===== config.mk =====
export PLATFORM = sky130hd
export DESIGN_NAME = fesps_host
export DESIGN_NICKNAME = d
export VERILOG_FILES = /design/src/logic/fesps_pkg.sv /design/src/logic/fesps_host.sv
export SDC_FILE = /design/constraint.sdc
export NUM_CORES = 1
export LEC_CHECK = 0
export BUFFER_PORTS_ARGS = -buffer_cell sky130_fd_sc_hd__buf_2
export CAP_MARGIN = 20
export CORE_MARGIN = 4
export CORE_UTILIZATION = 49
export CTS_CLUSTER_SIZE = 14
export DETAILED_ROUTE_END_ITERATION = 10
export PLACE_DENSITY = 0.78
export SLEW_MARGIN = 0
export SYNTH_ARGS = -nofsm -noshare
export SYNTH_HDL_FRONTEND = slang
export SYNTH_SLANG_ARGS = --single-unit

===== constraint.sdc =====
create_clock -name SYS_CLK -period 9.82 [get_ports SYS_CLK]
set_clock_uncertainty 0.2 [all_clocks]
set_input_delay 1.964 -clock SYS_CLK [delete_from_list [all_inputs] [get_ports SYS_CLK]]
set_output_delay 1.964 -clock SYS_CLK [all_outputs]
set_load 0.05 [all_outputs]

===== src/logic/fesps_pkg.sv =====
// Constants shared by the flash command sequencer host: register map, command
// codes, unlock pattern and bus timing.
// Assumes a 10 MHz system clock and a 20-bit word-addressed flash bank.
package fesps_pkg;
  // Own register map, byte addresses on APB
  localparam logic [7:0] REG_CTRL = 8'h00;
  localparam logic [7:0] REG_ADDR = 8'h04;
  localparam logic [7:0] REG_WDATA = 8'h08;
  localparam logic [7:0] REG_RDATA = 8'h0C;
  localparam logic [7:0] REG_STATUS = 8'h10;
  // Status bit positions
  localparam int ST_BUSY = 0;
  localparam int ST_DONE = 1;
  localparam int ST_REJECT = 2;
  localparam int ST_IDMODE = 3;
  localparam int ST_TIMEOUT = 4;
  // Software commands written to CTRL[3:0]
  localparam logic [3:0] OP_NONE = 4'h0;
  localparam logic [3:0] OP_SECTOR_ERASE = 4'h1;
  localparam logic [3:0] OP_BLOCK_ERASE = 4'h2;
  localparam logic [3:0] OP_CHIP_ERASE = 4'h3;
  localparam logic [3:0] OP_PROGRAM = 4'h4;
  localparam logic [3:0] OP_ID_ENTRY = 4'h5;
  localparam logic [3:0] OP_ID_EXIT = 4'h6;
  localparam logic [3:0] OP_FLASH_READ = 4'h7;
  localparam logic [3:0] OP_SRAM_READ = 4'h8;
  localparam logic [3:0] OP_SRAM_WRITE = 4'h9;
  // Flash bus command words
  localparam logic [19:0] ADDR_UNLOCK1 = 20'h05555;
  localparam logic [19:0] ADDR_UNLOCK2 = 20'h02AAA;
  localparam logic [15:0] DATA_UNLOCK1 = 16'h00AA;
  localparam logic [15:0] DATA_UNLOCK2 = 16'h0055;
  localparam logic [15:0] CODE_ERASE_SETUP = 16'h0080;
  localparam logic [15:0] CODE_SECTOR_ERASE = 16'h0030;
  localparam logic [15:0] CODE_BLOCK_ERASE = 16'h0050;
  localparam logic [15:0] CODE_CHIP_ERASE = 16'h0010;
  localparam logic [15:0] CODE_PROGRAM = 16'h00A0;
  localparam logic [15:0] CODE_ID_ENTRY = 16'h0090;
  localparam logic [15:0] CODE_ID_EXIT = 16'h00F0;
  localparam logic [19:0] SECTOR_MASK = 20'hFF800;
  localparam logic [19:0] BLOCK_MASK = 20'hF8000;
  // Sequence lengths in write cycles
  localparam logic [2:0] LEN_ERASE = 3'h6;
  localparam logic [2:0] LEN_PROGRAM = 3'h4;
  localparam logic [2:0] LEN_ID = 3'h3;
  // Timing
  localparam int CLK_PERIOD_NS = 100;
  localparam int WE_PULSE_NS = 5;
  localparam int READ_CYCLE_NS = 90;
  localparam int PROGRAM_MAX_US = 20;
  localparam int SYNC_DEPTH = 3;
  localparam int WE_PULSE_CYC_I = (WE_PULSE_NS + CLK_PERIOD_NS - 1) / CLK_PERIOD_NS;
  localparam int READ_CYC_I = (READ_CYCLE_NS + CLK_PERIOD_NS - 1) / CLK_PERIOD_NS;
  localparam logic [3:0] WE_PULSE_CYC = 4'(WE_PULSE_CYC_I);
  // One more cycle for the stable-value register behind the three-stage synchroniser
  localparam logic [3:0] READ_WAIT_CYC = 4'(READ_CYC_I + SYNC_DEPTH + 1);
  localparam logic [3:0] GAP_CYC = 4'(READ_CYC_I);
  localparam logic [11:0] PROGRAM_TIMEOUT_CYC = 12'(PROGRAM_MAX_US * 1000 / CLK_PERIOD_NS);
  localparam logic [1:0] POLL_CONFIRM = 2'h2;

  typedef enum logic [5:0] {
    S_IDLE = 6'b000001,
    S_WR_SETUP = 6'b000010,
    S_WR_PULSE = 6'b000100,
    S_WR_HOLD = 6'b001000,
    S_RD_WAIT = 6'b010000,
    S_GAP = 6'b100000
  } fesps_state_t;
endpackage


===== src/logic/fesps_host.sv =====
// Host-side command sequencer for an asynchronous NOR flash bank with a shared
// SRAM bank. Software orders operations over APB; the block drives the pins.
// Assumes the flash pins are asynchronous to SYS_CLK and the bus resolves DQ.
// Overview of operation
// - sector erase is six writes, last one 30H at the sector address.
// - block erase is six writes ending 50H; block from address bit 15 up.
// - chip erase is six writes ending 10H at word address 5555H.
// - during erase the host only performs status polling reads.
// - on apparent completion, read twice more; both must agree.
// - program needs two unlock writes and A0H first; erase uses six writes.
// - command write: strobe low, bank select low, output gate high.
`timescale 1ns/10ps
`default_nettype none
module fesps_host #(
  parameter int ADDR_W = 20,
  parameter int DATA_W = 16
) (
  input wire logic SYS_CLK,
  input wire logic RST,
  input wire logic PSEL,
  input wire logic PENABLE,
  input wire logic PWRITE,
  input wire logic [7:0] PADDR,
  input wire logic [31:0] PWDATA,
  output logic [31:0] PRDATA,
  output logic PREADY,
  output logic PSLVERR,
  output logic [ADDR_W-1:0] FL_ADDR,
  input wire logic [DATA_W-1:0] FL_DQ_I,
  output logic [DATA_W-1:0] FL_DQ_O,
  output logic FL_DQ_OE_N,
  output logic FL_WE_N,
  output logic FL_OE_N,
  output logic FL_FLASH_BANK_SELECT_N,
  output logic FL_SRAM_BANK_SELECT_N
);
  import fesps_pkg::*;

  fesps_state_t state_q;
  logic [3:0] op_q, ctrl_cmd_q;
  logic start_q, done_pulse_q, busy_q, id_mode_q, poll_q, timeout_pulse_q;
  logic [2:0] step_q;
  logic [3:0] cnt_q;
  logic [19:0] addr_q;
  logic [15:0] wdata_q, rdata_q;
  logic st_done_q, st_reject_q, st_timeout_q;
  logic [DATA_W-1:0] dq_s1_q, dq_s2_q, dq_s3_q, dq_stable_q;
  logic prev6_q, prev_valid_q;
  logic [1:0] agree_q;
  logic [11:0] prog_cnt_q;
  logic [19:0] seq_addr;
  logic [15:0] seq_data;
  logic [2:0] seq_len;
  logic is_flash_op, is_poll_op, apb_setup, rd_toggled, rd_match, addr_ok;

  // Bus word for the current step; unlock pair always leads
  always_comb begin
    seq_addr = ADDR_UNLOCK1;
    seq_data = DATA_UNLOCK1;
    case (step_q)
      3'h0: begin
        seq_addr = ADDR_UNLOCK1;
        seq_data = DATA_UNLOCK1;
      end
      3'h1, 3'h4: begin
        seq_addr = ADDR_UNLOCK2;
        seq_data = DATA_UNLOCK2;
      end
      3'h2: begin
        case (op_q)
          OP_PROGRAM: seq_data = CODE_PROGRAM;
          OP_ID_ENTRY: seq_data = CODE_ID_ENTRY;
          OP_ID_EXIT: seq_data = CODE_ID_EXIT;
          default: seq_data = CODE_ERASE_SETUP;
        endcase
      end
      3'h3: begin
        if (op_q == OP_PROGRAM) begin
          seq_addr = addr_q;
          seq_data = wdata_q;
        end
      end
      3'h5: begin
        case (op_q)
          OP_SECTOR_ERASE: begin
            seq_addr = addr_q & SECTOR_MASK;
            seq_data = CODE_SECTOR_ERASE;
          end
          OP_BLOCK_ERASE: begin
            seq_addr = addr_q & BLOCK_MASK;
            seq_data = CODE_BLOCK_ERASE;
          end
          default: seq_data = CODE_CHIP_ERASE; // At 5555H
        endcase
      end
      default: begin
        seq_addr = ADDR_UNLOCK1;
        seq_data = DATA_UNLOCK1;
      end
    endcase
  end

  // Sequence length and whether the operation ends in status polling
  always_comb begin
    case (op_q)
      OP_SECTOR_ERASE, OP_BLOCK_ERASE, OP_CHIP_ERASE: seq_len = LEN_ERASE;
      OP_PROGRAM: seq_len = LEN_PROGRAM;
      OP_ID_ENTRY, OP_ID_EXIT: seq_len = LEN_ID;
      default: seq_len = 3'h1;
    endcase
    is_poll_op = (op_q == OP_SECTOR_ERASE) || (op_q == OP_BLOCK_ERASE) ||
                 (op_q == OP_CHIP_ERASE) || (op_q == OP_PROGRAM);
    is_flash_op = (op_q != OP_SRAM_READ) && (op_q != OP_SRAM_WRITE);
  end

  // Status evaluation of one poll read
  always_comb begin
    rd_toggled = !prev_valid_q || (dq_stable_q[6] != prev6_q);
    if (op_q == OP_PROGRAM) begin
      rd_match = (dq_stable_q[7] == wdata_q[7]);
    end else begin
      rd_match = dq_stable_q[7];
    end
  end

  // DQ pins are asynchronous; a value counts once stages two and three agree
  always_ff @(posedge SYS_CLK or posedge RST) begin
    if (RST) begin
      dq_s1_q <= '0;
      dq_s2_q <= '0;
      dq_s3_q <= '0;
      dq_stable_q <= '0;
    end else begin
      dq_s1_q <= FL_DQ_I;
      dq_s2_q <= dq_s1_q;
      dq_s3_q <= dq_s2_q;
      if (dq_s2_q == dq_s3_q) begin
        dq_stable_q <= dq_s3_q;
      end
    end
  end

  // Pin sequencer; every strobe lasts whole clock periods, far above 5 ns
  always_ff @(posedge SYS_CLK or posedge RST) begin
    if (RST) begin
      state_q <= S_IDLE;
      op_q <= OP_NONE;
      step_q <= 3'h0;
      cnt_q <= 4'h0;
      busy_q <= 1'b0;
      poll_q <= 1'b0;
      done_pulse_q <= 1'b0;
      timeout_pulse_q <= 1'b0;
      id_mode_q <= 1'b0;
      rdata_q <= 16'h0000;
      prev6_q <= 1'b0;
      prev_valid_q <= 1'b0;
      agree_q <= 2'h0;
      prog_cnt_q <= 12'h000;
      FL_ADDR <= '0;
      FL_DQ_O <= '0;
      FL_DQ_OE_N <= 1'b1;
      FL_WE_N <= 1'b1;
      FL_OE_N <= 1'b1;
      FL_FLASH_BANK_SELECT_N <= 1'b1;
      FL_SRAM_BANK_SELECT_N <= 1'b1;
    end else begin
      done_pulse_q <= 1'b0;
      timeout_pulse_q <= 1'b0;
      // Program time bound kept while polling
      if (poll_q && op_q == OP_PROGRAM && prog_cnt_q != PROGRAM_TIMEOUT_CYC) begin
        prog_cnt_q <= prog_cnt_q + 12'h001;
      end
      case (state_q)
        S_IDLE: begin
          // Nothing new is taken while busy, so no command lands mid-operation
          if (start_q) begin
            op_q <= ctrl_cmd_q;
            busy_q <= 1'b1;
            step_q <= 3'h0;
            poll_q <= 1'b0;
            prev_valid_q <= 1'b0;
            agree_q <= 2'h0;
            prog_cnt_q <= 12'h000;
            cnt_q <= 4'h0;
            if (ctrl_cmd_q == OP_FLASH_READ || ctrl_cmd_q == OP_SRAM_READ) begin
              state_q <= S_RD_WAIT;
            end else begin
              state_q <= S_WR_SETUP;
            end
          end
        end
        S_WR_SETUP: begin
          // Gate high, bank select low, address and data set up
          FL_OE_N <= 1'b1;
          FL_DQ_OE_N <= 1'b0;
          if (op_q == OP_SRAM_WRITE) begin
            FL_ADDR <= ADDR_W'(addr_q);
            FL_DQ_O <= DATA_W'(wdata_q);
            FL_SRAM_BANK_SELECT_N <= 1'b0;
          end else begin
            FL_ADDR <= ADDR_W'(seq_addr);
            FL_DQ_O <= DATA_W'(seq_data);
            FL_FLASH_BANK_SELECT_N <= 1'b0;
          end
          cnt_q <= 4'h0;
          state_q <= S_WR_PULSE;
        end
        S_WR_PULSE: begin
          // Strobe falls after the address is stable
          FL_WE_N <= 1'b0;
          cnt_q <= cnt_q + 4'h1;
          if (cnt_q == WE_PULSE_CYC) begin
            FL_WE_N <= 1'b1; // Rise latches data and may start the operation
            state_q <= S_WR_HOLD;
          end
        end
        S_WR_HOLD: begin
          // Strobe rose before select rises, so the strobe edge
          FL_FLASH_BANK_SELECT_N <= 1'b1;
          FL_SRAM_BANK_SELECT_N <= 1'b1;
          FL_DQ_OE_N <= 1'b1;
          cnt_q <= 4'h0;
          state_q <= S_GAP;
          if (is_flash_op && step_q != seq_len - 3'h1) begin
            step_q <= step_q + 3'h1;
          end else if (is_flash_op && is_poll_op) begin
            poll_q <= 1'b1; // Status valid from this strobe rise
          end else begin
            if (op_q == OP_ID_ENTRY) begin
              id_mode_q <= 1'b1;
            end
            if (op_q == OP_ID_EXIT) begin
              id_mode_q <= 1'b0;
            end
            busy_q <= 1'b0;
            done_pulse_q <= 1'b1;
          end
        end
        S_RD_WAIT: begin
          // Read cycle: a flash or SRAM read, or a status poll while the flash bank is busy
          FL_DQ_OE_N <= 1'b1;
          FL_WE_N <= 1'b1;
          FL_OE_N <= 1'b0;
          FL_ADDR <= ADDR_W'(addr_q);
          if (op_q == OP_SRAM_READ) begin
            FL_SRAM_BANK_SELECT_N <= 1'b0;
          end else begin
            FL_FLASH_BANK_SELECT_N <= 1'b0;
          end
          cnt_q <= cnt_q + 4'h1;
          if (cnt_q == READ_WAIT_CYC) begin
            FL_OE_N <= 1'b1;
            FL_FLASH_BANK_SELECT_N <= 1'b1;
            FL_SRAM_BANK_SELECT_N <= 1'b1;
            rdata_q <= 16'(dq_stable_q);
            cnt_q <= 4'h0;
            state_q <= S_GAP;
            if (!poll_q) begin
              busy_q <= 1'b0;
              done_pulse_q <= 1'b1;
            end else begin
              prev6_q <= dq_stable_q[6];
              prev_valid_q <= 1'b1;
              // First quiet read may carry stale low bits; demand two more
              if (rd_toggled || !rd_match) begin
                agree_q <= 2'h0;
              end else if (agree_q == POLL_CONFIRM) begin
                poll_q <= 1'b0;
                busy_q <= 1'b0;
                done_pulse_q <= 1'b1;
              end else begin
                agree_q <= agree_q + 2'h1;
              end
              if (op_q == OP_PROGRAM && prog_cnt_q == PROGRAM_TIMEOUT_CYC) begin
                poll_q <= 1'b0;
                busy_q <= 1'b0;
                done_pulse_q <= 1'b1;
                timeout_pulse_q <= 1'b1;
              end
            end
          end
        end
        S_GAP: begin
          // Idle time between cycles lets an aborted sequence settle
          cnt_q <= cnt_q + 4'h1;
          if (cnt_q == GAP_CYC) begin
            cnt_q <= 4'h0;
            if (poll_q) begin
              state_q <= S_RD_WAIT;
            end else if (busy_q) begin
              state_q <= S_WR_SETUP;
            end else begin
              state_q <= S_IDLE;
            end
          end
        end
        default: state_q <= S_IDLE;
      endcase
    end
  end

  // APB slave: zero-wait access phase, answers registered in the setup cycle
  assign apb_setup = PSEL && !PENABLE;
  assign addr_ok = (PADDR == REG_CTRL) || (PADDR == REG_ADDR) || (PADDR == REG_WDATA) ||
                   (PADDR == REG_RDATA) || (PADDR == REG_STATUS);

  always_ff @(posedge SYS_CLK or posedge RST) begin
    if (RST) begin
      PREADY <= 1'b0;
      PSLVERR <= 1'b0;
      PRDATA <= 32'h00000000;
    end else begin
      PREADY <= apb_setup;
      PSLVERR <= apb_setup && !addr_ok;
      PRDATA <= 32'h00000000;
      if (apb_setup && !PWRITE) begin
        case (PADDR)
          REG_CTRL: PRDATA <= {28'h0000000, ctrl_cmd_q};
          REG_ADDR: PRDATA <= {12'h000, addr_q};
          REG_WDATA: PRDATA <= {16'h0000, wdata_q};
          REG_RDATA: PRDATA <= {16'h0000, rdata_q};
          REG_STATUS: PRDATA <= {27'h0000000, st_timeout_q, id_mode_q, st_reject_q,
                                 st_done_q, busy_q || start_q};
          default: PRDATA <= 32'h00000000;
        endcase
      end
    end
  end

  // Register writes take effect at the access edge; sticky sets beat clears
  always_ff @(posedge SYS_CLK or posedge RST) begin
    if (RST) begin
      ctrl_cmd_q <= OP_NONE;
      start_q <= 1'b0;
      addr_q <= 20'h00000;
      wdata_q <= 16'h0000;
      st_done_q <= 1'b0;
      st_reject_q <= 1'b0;
      st_timeout_q <= 1'b0;
    end else begin
      if (state_q == S_IDLE) begin
        start_q <= 1'b0;
      end
      if (PSEL && PENABLE && PWRITE && PREADY) begin
        case (PADDR)
          REG_CTRL: begin
            if (!busy_q && !start_q && PWDATA[3:0] != OP_NONE) begin
              ctrl_cmd_q <= PWDATA[3:0];
              start_q <= 1'b1;
            end else begin
              st_reject_q <= 1'b1;
            end
          end
          REG_ADDR: addr_q <= PWDATA[19:0];
          REG_WDATA: wdata_q <= PWDATA[15:0];
          REG_STATUS: begin
            if (PWDATA[ST_DONE]) st_done_q <= 1'b0;
            if (PWDATA[ST_REJECT]) st_reject_q <= 1'b0;
            if (PWDATA[ST_TIMEOUT]) st_timeout_q <= 1'b0;
          end
          default: ;
        endcase
      end
      if (done_pulse_q) begin
        st_done_q <= 1'b1;
      end
      if (timeout_pulse_q) begin
        st_timeout_q <= 1'b1;
      end
    end
  end
endmodule
`default_nettype wire


# --- Word-level counts from Yosys, hierarchy flattened ---
# Cells that the tools add are included.
classes:
  addsub: 5
  eq_ne: 54
  mux: 101
  bitwise: 2
  n_reduce_logical: 74
op_table:
  columns: ["op", "n"]
  rows:
  - ["20-bit one-hot mux with 5 select lines", 1]
  - ["20-bit one-hot mux with 2 select lines", 2]
  - ["16-bit one-hot mux with 4 select lines", 1]
  - ["20-bit 2-to-1 mux", 3]
  - ["20-bit one-hot mux with 3 select lines", 1]
  - ["1-bit 2-to-1 mux", 54]
  - ["12-bit 2-to-1 mux", 3]
  - ["6-bit one-hot mux with 6 select lines", 1]
  - ["16-bit 2-to-1 mux", 2]
  - ["2-bit != test, second input constant", 13]
  - ["2-bit nonzero test", 13]
  - ["6-bit 2-to-1 mux", 4]
  - ["7-bit one-hot mux with 3 select lines", 1]
  - ["3-bit AND reduction", 7]
  - ["4-bit by 3-bit == test with 1-bit output, second input constant", 5]
  - ["4-bit one-hot mux with 5 select lines", 1]
  - ["16-bit == test", 1]
  - ["8-bit by 4-bit == test with 1-bit output, second input constant", 2]
  - ["4-bit != test, second input constant", 4]
  - ["4-bit AND reduction", 4]
  - ["1-bit logical AND", 14]
  - ["7-bit one-hot mux with 2 select lines", 1]
  - ["12-bit by 1-bit adder with 12-bit output, second input constant", 1]
  - ["12-bit by 8-bit == test with 1-bit output, second input constant", 1]
  - ["45 further kinds", 96]
word_totals:
  regBits: 237
  input_bits: 61
  out_inout_bits: 75
  word_cells: 271

# --- Depth between registers and ports, before layout ---
# Gate-level depths: netlist of run 1.
depth:
  word_depth: 9
  ltp_mapped: 9
  ltp_nobuf: 7

# --- Worst setup path before layout of run 1 ---
# Ideal clock, no wire load.
synth_path:
  path_kind: "input-to-reg"
  startpoint: "in PADDR[1]"
  endpoint: "reg wdata_q[0]"
  setup_ns: 0.125
  arrival_time_ns: 3.422
  required_time_ns: 9.495
  setup_slack_ns: 6.073
  cell_stages: 6
  n_path_buf: 1
  cell_sequence: "nor3_1 > nand2_1 > nor3_1 > nand3b_1 > clkbuf_1 > mux2_2"
synth_between:
  elab_chain_cells: 2
synth_rtl:
  columns: ["item", "line_no", "text"]
  rows:
  - ["start: declaration", "fesps_host.sv:23", "input wire logic [7:0] PADDR,"]
  - ["8-bit by 4-bit == test with 1-bit output", "fesps_host.sv:346", "case (PADDR)"]
  - ["2-bit AND reduction (no source line)", null, null]
  - ["end signal: assignment", "fesps_host.sv:356", "REG_WDATA: wdata_q <= PWDATA[15:0];"]
  - ["end: declaration", "fesps_host.sv:45", "logic [15:0] wdata_q, rdata_q;"]
# Every way passes these cells.
# A chain may end at the register's enable or synchronous reset.

# --- Worst setup path after layout of run 1 ---
layout_path:
  startpoint: "in PADDR[2]"
  endpoint: "reg addr_q[9]"
layout_between:
  elab_chain_cells: 2
layout_rtl:
  columns: ["item", "line_no", "text"]
  rows:
  - ["8-bit by 3-bit == test with 1-bit output", "fesps_host.sv:346", null]
  - ["2-bit AND reduction (no source line)", null, null]
  - ["end signal: assignment", "fesps_host.sv:355", "REG_ADDR: addr_q <= PWDATA[19:0];"]
  - ["end: declaration", "fesps_host.sv:44", "logic [19:0] addr_q;"]
# Every way passes these cells.

==> results of run 1 <==
state kept, by name, summed over array words and instances (netlist names), 2 cells and up:
name / cells
FL_ADDR: 20
PRDATA: 20
addr_q: 20
FL_DQ_O: 16
dq_s1_q: 16
dq_s2_q: 16
dq_s3_q: 16
dq_stable_q: 16
rdata_q: 16
wdata_q: 16
prog_cnt_q: 12
state_q: 6
cnt_q: 4
ctrl_cmd_q: 4
op_q: 4
step_q: 3
agree_q: 2
synth_stat cells, types with 3 or more instances:
cell / n
sky130_fd_sc_hd__buf_4: 13
sky130_fd_sc_hd__nor2_1: 73
sky130_fd_sc_hd__xor2_1: 25
sky130_fd_sc_hd__a221o_1: 4
sky130_fd_sc_hd__o2bb2ai_1: 3
sky130_fd_sc_hd__buf_2: 9
sky130_fd_sc_hd__xnor2_1: 5
sky130_fd_sc_hd__a21o_1: 5
sky130_fd_sc_hd__o21ai_0: 35
sky130_fd_sc_hd__nand4_1: 6
sky130_fd_sc_hd__mux2i_1: 4
sky130_fd_sc_hd__a22o_1: 8
sky130_fd_sc_hd__or3_1: 5
sky130_fd_sc_hd__dfrtp_1: 219
sky130_fd_sc_hd__nor4_1: 10
sky130_fd_sc_hd__nor2b_1: 8
sky130_fd_sc_hd__a22oi_1: 20
sky130_fd_sc_hd__and3_1: 7
sky130_fd_sc_hd__o21a_1: 5
sky130_fd_sc_hd__buf_6: 3
sky130_fd_sc_hd__clkbuf_1: 32
sky130_fd_sc_hd__or3b_2: 3
sky130_fd_sc_hd__nand3b_1: 5
sky130_fd_sc_hd__a21oi_1: 43
sky130_fd_sc_hd__o2111ai_1: 3
sky130_fd_sc_hd__a211oi_1: 4
sky130_fd_sc_hd__nor3_1: 20
sky130_fd_sc_hd__and3b_1: 3
sky130_fd_sc_hd__ha_1: 10
sky130_fd_sc_hd__nor4b_1: 4
sky130_fd_sc_hd__o22ai_1: 8
sky130_fd_sc_hd__nand2_1: 104
sky130_fd_sc_hd__dfstp_2: 6
sky130_fd_sc_hd__a32oi_1: 4
sky130_fd_sc_hd__mux2_2: 72
sky130_fd_sc_hd__inv_1: 29
sky130_fd_sc_hd__mux4_2: 3
sky130_fd_sc_hd__o31ai_1: 3
sky130_fd_sc_hd__nand3_1: 16
sky130_fd_sc_hd__nand2b_1: 10
sky130_fd_sc_hd__o211ai_1: 8
cell type report:
| cell class | count | area, µm² | share of cell area, % |
|---|---|---|---|
| Clock inverter | 12 | 115 | 1.01 |
| Tap cell | 265 | 332 | 2.92 |
| Sequential cell | 225 | 5640 | 49.7 |
| Multi-Input combinational cell | 594 | 3910 | 34.4 |
| Timing Repair Buffer | 120 | 653 | 5.76 |
| Clock buffer | 26 | 587 | 5.17 |
| Inverter | 29 | 116 | 1.03 |
kinds of logic after synthesis:
kind of cell | after synthesis | share of synthesized area (%)
muxes | 79 | 9.27
DFF | 225 | 56.9
xor gates and xnor gates | 30 | 2.65
buffers and inverters | 87 | 4.13
other | 1 | 0.0378
AOI/OAI and AO/OA | 170 | 11.5
adders and majority gates | 10 | 1.26
and+or+nand+nor | 293 | 14.3
routing by layer:
layer  up-vias  GRT usage [%]  share of wire, %
li1       3334              -                 -
met5         -              0             0.052
met1      3474           29.0                44
met2       229           32.4                47
met3        48           3.46               6.1
met4         2           6.31               2.8
worst max path at each step:
| stage | start | end | slack [ns] | depth (start not counted) |
|---|---|---|---|---|
| floorplan | RST | FL_ADDR[0] | 1.50 | 1 |
| global placement | PADDR[2] | addr_q[19] | 4.69 | 4 |
| detailed placement | PADDR[2] | addr_q[19] | 4.59 | 4 |
| CTS | PADDR[2] | addr_q[9] | 5.13 | 4 |
| global route | PADDR[2] | addr_q[13] | 5.56 | 5 |
| finish | PADDR[2] | addr_q[9] | 5.67 | 5 |
stage by stage:
stage / hold slack, ns / utilization, %
after global routing: 0.154 / 57.7
after detailed placement: 0.135 / 53.9
after global placement: 0.133 / 53.9
after floorplan: 0.131 / -
after CTS: 0.148 / 57.5
final: 0.147 / 57.7
power breakdown:
part	switching, mW	total [mW]	internal [mW]	leakage (nW)
Sequential	0.0445	1.03	0.985	2.93
Combinational	0.265	0.371	0.106	2.15
Clock	0.344	0.824	0.480	0.347
Total	0.654	2.22	1.57	5.43
==> results by group, run 1 <==
Yosys
  • Post-synth EDFFs: 0
  • Post-synthesis sequential area ratio: 56.9%
  • Synth area leaders: sky130_fd_sc_hd__dfrtp_1 (55%), sky130_fd_sc_hd__mux2_2 (8.2%), sky130_fd_sc_hd__nand2_1 (3.9%), sky130_fd_sc_hd__nor2_1 (2.8%), sky130_fd_sc_hd__xor2_1 (2.2%)
  • Largest area contributor in the synthesized netlist: sky130_fd_sc_hd__dfrtp_1
  • Count of state elements after synthesis: 225
  • Avg Synthesized Cell Area: 11.1 µm²
  • Area share of the leading cell type in the synthesized netlist: 55.3%
  • Netlist area before placement: 9910 µm²
  • Cells after synthesis: 895
  • Total of warnings raised by yosys: 0
  • Most instantiated flip-flop cell in the synthesis netlist: sky130_fd_sc_hd__dfrtp_1
  • Number of unique standard cell types used by synthesis: 72
  • Post-synth ARST share: 100%

Hold path
  • Hold Path Cell Cnt: 0
  • Worst Hold Class: reg2reg
  • Hold-critical path endpoint: dq_s2_q[0]
  • Launch instance of the worst min-delay path: dq_s1_q[0]

Layout
  • # diodes: 0
  • Most common cell after layout, fill and taps aside: sky130_fd_sc_hd__dfrtp_1
  • Number of fill cells in the layout: 1,676
  • Most frequent cells in the layout: sky130_fd_sc_hd__dfrtp_1 (219), sky130_fd_sc_hd__buf_2 (111), sky130_fd_sc_hd__nand2_1 (104)
  • Final Instance Area: 11,300 µm²
  • Net count, final: 1,064
  • Share of post-route cells with drive strength above 1: 24.8%
  • Non-Filler Instances: 1,271
  • Synthesis-to-layout area growth: 14.5%

STA
  • Period utilisation layout: 42.2%
  • Setup repair after global routing missed its margin: false
  • Setup_tns: 0 ns
  • Post-route minimum period: 4.15 ns
  • Maximum clock frequency: 0.241 GHz
  • Final number of setup-violating endpoints: 0
  • Fin worst setup slack: 5.67 ns
  • Tightest slew margin relative to the limit: 27.1%
  • Number of endpoints with negative hold slack in the final report: 0
  • Least-Margin Pin Slew: 1.08 ns
  • Final Max Tran Viols: 0

Die
  • Initial Utilization: 50.4%
  • Cell Rows: 51
  • Boundary Pins: 136
  • Die span in x: 150 µm
  • Total die area: 22,600 µm²
  • CORE AREA: 19,700 µm²
  • Vertical die dimension: 150 µm

Global route
  • Leftover overflow at the end of global routing: 0
  • Gr usage total: 20.4%
  • Largest net degree at the start of global routing: 158
  • Vias in the first global route: 6,914
  • Antenna violations before repair: 1
  • Wire length of the first global-routing pass: 36.8 mm

Clocking
  • Total CTS buffers: 23
  • Number of sinks on the clock net: 225
  • Library cell used as clock root buffer: sky130_fd_sc_hd__clkbuf_16
  • Total of cells resized after clock tree synthesis: 0
  • Buffer depth of the longest clock path: 3
  • Total of hold buffers inserted after clock tree synthesis: 0
  • Clock latency of the later-clocked register in the worst-skew pair: 0.50 ns
  • Post-CTS Setup Inserts: 0
  • Clock transition at the registers of the reported paths: 0.06 ns
  • CTS H-Tree Depth: 1
  • Clock tree from TritonCTS: built

Routing
  • Drt pass-1 iters: 5
  • DRC marker count from the first detailed-route iteration: 492
  • DRC: 0
  • Number of nets still failing antenna checks after routing: 0
  • Via density per instance: 5.58
  • Number of vias in the routed layout: 7,087
  • Wirelength per Cell: 18.0 µm
  • WL final: 22.9 mm

Worst setup path
  • Reg-to-reg slack, setup: 6.68 ns
  • R2r startpoint: op_q[2]
  • Sort of element at the start of the critical path: input pin
  • Kind of cell adding the most delay to the critical path: simple AND/OR/NAND/NOR gates
  • Library cell contributing the largest single delay on the critical path: sky130_fd_sc_hd__nand2_1
  • Buffer and inverter count on the worst path: 2
  • Endpoint type of the worst setup path: flop
  • Crit path arrival time: 4.32 ns
  • Setup Crit Path Kind: in2reg
  • Crit path largest cell delay: 0.59 ns
  • FF-to-FF path depth: 5
  • Crit path required time: 10.00 ns
  • Cell breakdown of the critical path: buf_2 -> nor2b_1 -> buf_6 -> nand2_1 -> mux2_2
  • Critical R2R Capture: poll_q
  • Maximum fanout along the worst path: 23

Run
  • Reported max-cap violation count: 0

Run status
  • Status: complete, no violations

Place
  • Cell count after placement: 1,230
  • Routability congestion estimate: 0.876
  • Post-DP HPWL: 16.2 mm
  • Post-place setup slack: 4.59 ns
  • Post-placement cell area: 10,600 µm²
  • Number of input and output port buffers inserted: 111

Power and ir drop
  • Leakage: 5.43 nW
  • Peak supply drop: 0.121 mV
  • Pwr/cell area: 196 nW/µm²
  • Total power of the final layout: 2.22 mW
Note: power is estimated with default switching activity, not from simulation.
==> run 2: changes to the inputs <==
--- a/config.mk
+++ b/config.mk
@@ -11,7 +11,7 @@
 export CORE_UTILIZATION = 49
 export CTS_CLUSTER_SIZE = 14
 export DETAILED_ROUTE_END_ITERATION = 10
-export PLACE_DENSITY = 0.78
+export PLACE_DENSITY = 0.8
 export SLEW_MARGIN = 0
 export SYNTH_ARGS = -nofsm -noshare
 export SYNTH_HDL_FRONTEND = slang
==> constraint.sdc (replaced) <==
create_clock -name SYS_CLK -period 3.4 [get_ports SYS_CLK]
set_clock_uncertainty 0.2 [all_clocks]
set_input_delay 0.68 -clock SYS_CLK [delete_from_list [all_inputs] [get_ports SYS_CLK]]
set_output_delay 0.68 -clock SYS_CLK [all_outputs]
set_load 0.05 [all_outputs]
==> run 2 against run 1 <==
Compared with the run above:
- register-to-register slack worse by 6.1 ns
- first-iteration DRC count up 59%
- worst hold slack worse by 0.097 ns
- critical endpoint is now FL_DQ_O[10]
- global-route usage up 0.29 points
- via count up 3.6%
- sequential cell count unchanged
- total power rose to 2.9 times the previous value
- critical path type is now reg2reg
- clock power rose to 3.0 times the previous value
- setup slack worse by 5.0 ns
- final area up 1.6%
- sequential power rose to 2.9 times the previous value
- combinational power rose to 2.9 times the previous value
==> results by group, run 2 (synthesis gave the netlist of run 1 again) <==
Worst setup path
  • FF-to-FF path depth: 6
  • Buffer and inverter count on the worst path: 2
  • Cell breakdown of the critical path: or4_1 -> or2_0 -> buf_4 -> a21oi_1 -> buf_4 -> a22o_1
  • Crit path largest cell delay: 0.68 ns
  • Reg-to-reg slack, setup: 0.63 ns
  • R2r startpoint: state_q[2]
  • Crit path required time: 3.64 ns
  • Endpoint type of the worst setup path: flop
  • Sort of element at the start of the critical path: flop
  • Setup Crit Path Kind: reg2reg
  • Critical R2R Capture: FL_DQ_O[10]
  • Crit path arrival time: 3.01 ns
  • Cell seen most often among critical-path stages: sky130_fd_sc_hd__buf_4
  • Library cell contributing the largest single delay on the critical path: sky130_fd_sc_hd__or4_1
  • Kind of cell adding the most delay to the critical path: simple AND/OR/NAND/NOR gates
  • Maximum fanout along the worst path: 11

Global route
  • Vias in the first global route: 7,255
  • Leftover overflow at the end of global routing: 0
  • Gr usage total: 20.7%
  • Wire length of the first global-routing pass: 37.4 mm
  • Largest net degree at the start of global routing: 55
  • Antenna violations before repair: 2

Routing
  • Wirelength per Cell: 18.1 µm
  • Met1 layer wirelength in the final routing: 9.67 mm
  • Length of routed met2 wiring: 11.0 mm
  • Via density per instance: 5.68
  • Met3 Wirelength: 1.90 mm
  • Drt pass-1 iters: 7
  • Top routing layer used: met4
  • DRC marker count from the first detailed-route iteration: 781
  • WL final: 23.3 mm
  • Number of vias in the routed layout: 7,345
  • Number of nets still failing antenna checks after routing: 0
  • DRC: 0

Die
  • Boundary Pins: 136
  • Die span in x: 150 µm
  • Initial Utilization: 50.4%
  • Cell Rows: 51
  • Total die area: 22,600 µm²
  • CORE AREA: 19,700 µm²
  • Vertical die dimension: 150 µm

Layout
  • Synthesis-to-layout area growth: 16.3%
  • Most common cell after layout, fill and taps aside: sky130_fd_sc_hd__dfrtp_1
  • Final standard cell utilization of the core: 58.7%
  • Number of fill cells in the layout: 1,642
  • Largest registers in the final layout: FL_ADDR: 20 flops, PRDATA: 20 flops, addr_q: 20 flops
  • Share of post-route cells with drive strength above 1: 26.0%
  • Most frequent cells in the layout: sky130_fd_sc_hd__dfrtp_1 (219), sky130_fd_sc_hd__buf_2 (111), sky130_fd_sc_hd__nand2_1 (104)
  • Net count, final: 1,081

STA
  • Setup repair after global routing missed its margin: false
  • Tightest slew margin relative to the limit: 48.7%
  • Maximum clock frequency: 0.360 GHz
  • Least-Margin Pin Slew: 0.767 ns
  • Final Max Tran Viols: 0
  • Number of endpoints with negative hold slack in the final report: 0
  • Post-route minimum period: 2.77 ns
  • Worst hold slack: 0.0500 ns
  • Final number of setup-violating endpoints: 0
  • Period utilisation layout: 81.6%
  • Setup_tns: 0 ns
  • Fin worst setup slack: 0.626 ns

Clocking
  • Clock transition at the registers of the reported paths: 0.06 ns
  • Buffer depth of the longest clock path: 3
  • Post-CTS Setup Inserts: 0
  • Total of hold buffers inserted after clock tree synthesis: 0
  • Total CTS buffers: 23
  • Total of cells resized after clock tree synthesis: 0
  • Clock tree from TritonCTS: built
  • CTS H-Tree Depth: 1
  • Clock latency of the later-clocked register in the worst-skew pair: 0.51 ns
  • Library cell used as clock root buffer: sky130_fd_sc_hd__clkbuf_16
  • Number of sinks on the clock net: 225

Run status
  • Status: complete, no violations

Place
  • Routability congestion estimate: 0.903
  • Post-DP HPWL: 16.8 mm
  • Post-place setup slack: 0.517 ns
  • Number of input and output port buffers inserted: 111

Power and ir drop
  • Pwr/cell area: 567 nW/µm²
  • Leakage: 5.53 nW
  • Peak supply drop: 0.455 mV
  • Total power of the final layout: 6.54 mW

Hold path
  • Worst Hold Class: in2async

Run
  • Reported max-cap violation count: 0
[run 2: cell types whose count changed in the layout (fill, tap and decap cells not counted), sizes merged]
| cell | before | now |
|---|---|---|
| clkinv | 8 | 5 |
| clkbuf | 27 | 30 |
| diode | 0 | 2 |
| buf | 119 | 137 |
| clkinvlp | 2 | 3 |
[run 2: where the power goes]
part / switching, mW / total, mW / internal [mW]
Sequential: 0.130 / 2.97 / 2.84
Clock: 1.01 / 2.48 / 1.46
Combinational: 0.770 / 1.09 / 0.316
Total: 1.91 / 6.54 / 4.62
[run 2: worst max path at each step]
stage / cells past startpoint / start / endpoint / slack, ns
final: 6 / state_q[2] / FL_DQ_O[10] / 0.63
after global routing: 7 / step_q[2] / FL_ADDR[16] / 0.49
after CTS: 6 / state_q[2] / FL_DQ_O[14] / 0.69
after detailed placement: 7 / PADDR[1] / addr_q[0] / 0.52
after global placement: 7 / PADDR[1] / addr_q[19] / 0.61
after floorplan: 1 / RST / FL_ADDR[0] / -0.41
[run 2: per-stage QoR]
step	instance area [µm²]	instances
6_report	11500	1292
3_3_place_gp	10800	1250
4_1_cts	11500	1290
2_1_floorplan	9950	906
3_5_place_dp	10800	1250
5_1_grt	11500	1292
[run 2: area by class of cell]
| cell class | count | area [µm²] | area share (%) |
|---|---|---|---|
| antenna | 2 | 5.00 | 0.0434 |
| clock buffer | 30 | 632 | 5.48 |
| clock inverter | 10 | 113 | 0.977 |
| inverter | 29 | 113 | 0.977 |
| multi-input combinational | 594 | 3910 | 33.9 |
| sequential | 225 | 5640 | 48.9 |
| tap | 265 | 332 | 2.88 |
| timing repair buffer | 137 | 788 | 6.84 |
[run 2: worst register-to-register path, cell delays in order, from the launching register on]
cell and delay [ns]:
sky130_fd_sc_hd__dfrtp_1 0.47, sky130_fd_sc_hd__or4_1 0.68, sky130_fd_sc_hd__or2_0 0.29, sky130_fd_sc_hd__buf_4 0.19
sky130_fd_sc_hd__a21oi_1 0.46, sky130_fd_sc_hd__buf_4 0.27, sky130_fd_sc_hd__a22o_1 0.15
[run 2: routing by layer]
metal | track usage [%] | up-vias
li1 | - | 3365
met2 | 33.6 | 341
met4 | 7.27 | 0
met5 | 0 | -
met1 | 28.6 | 3590
met3 | 3.22 | 49
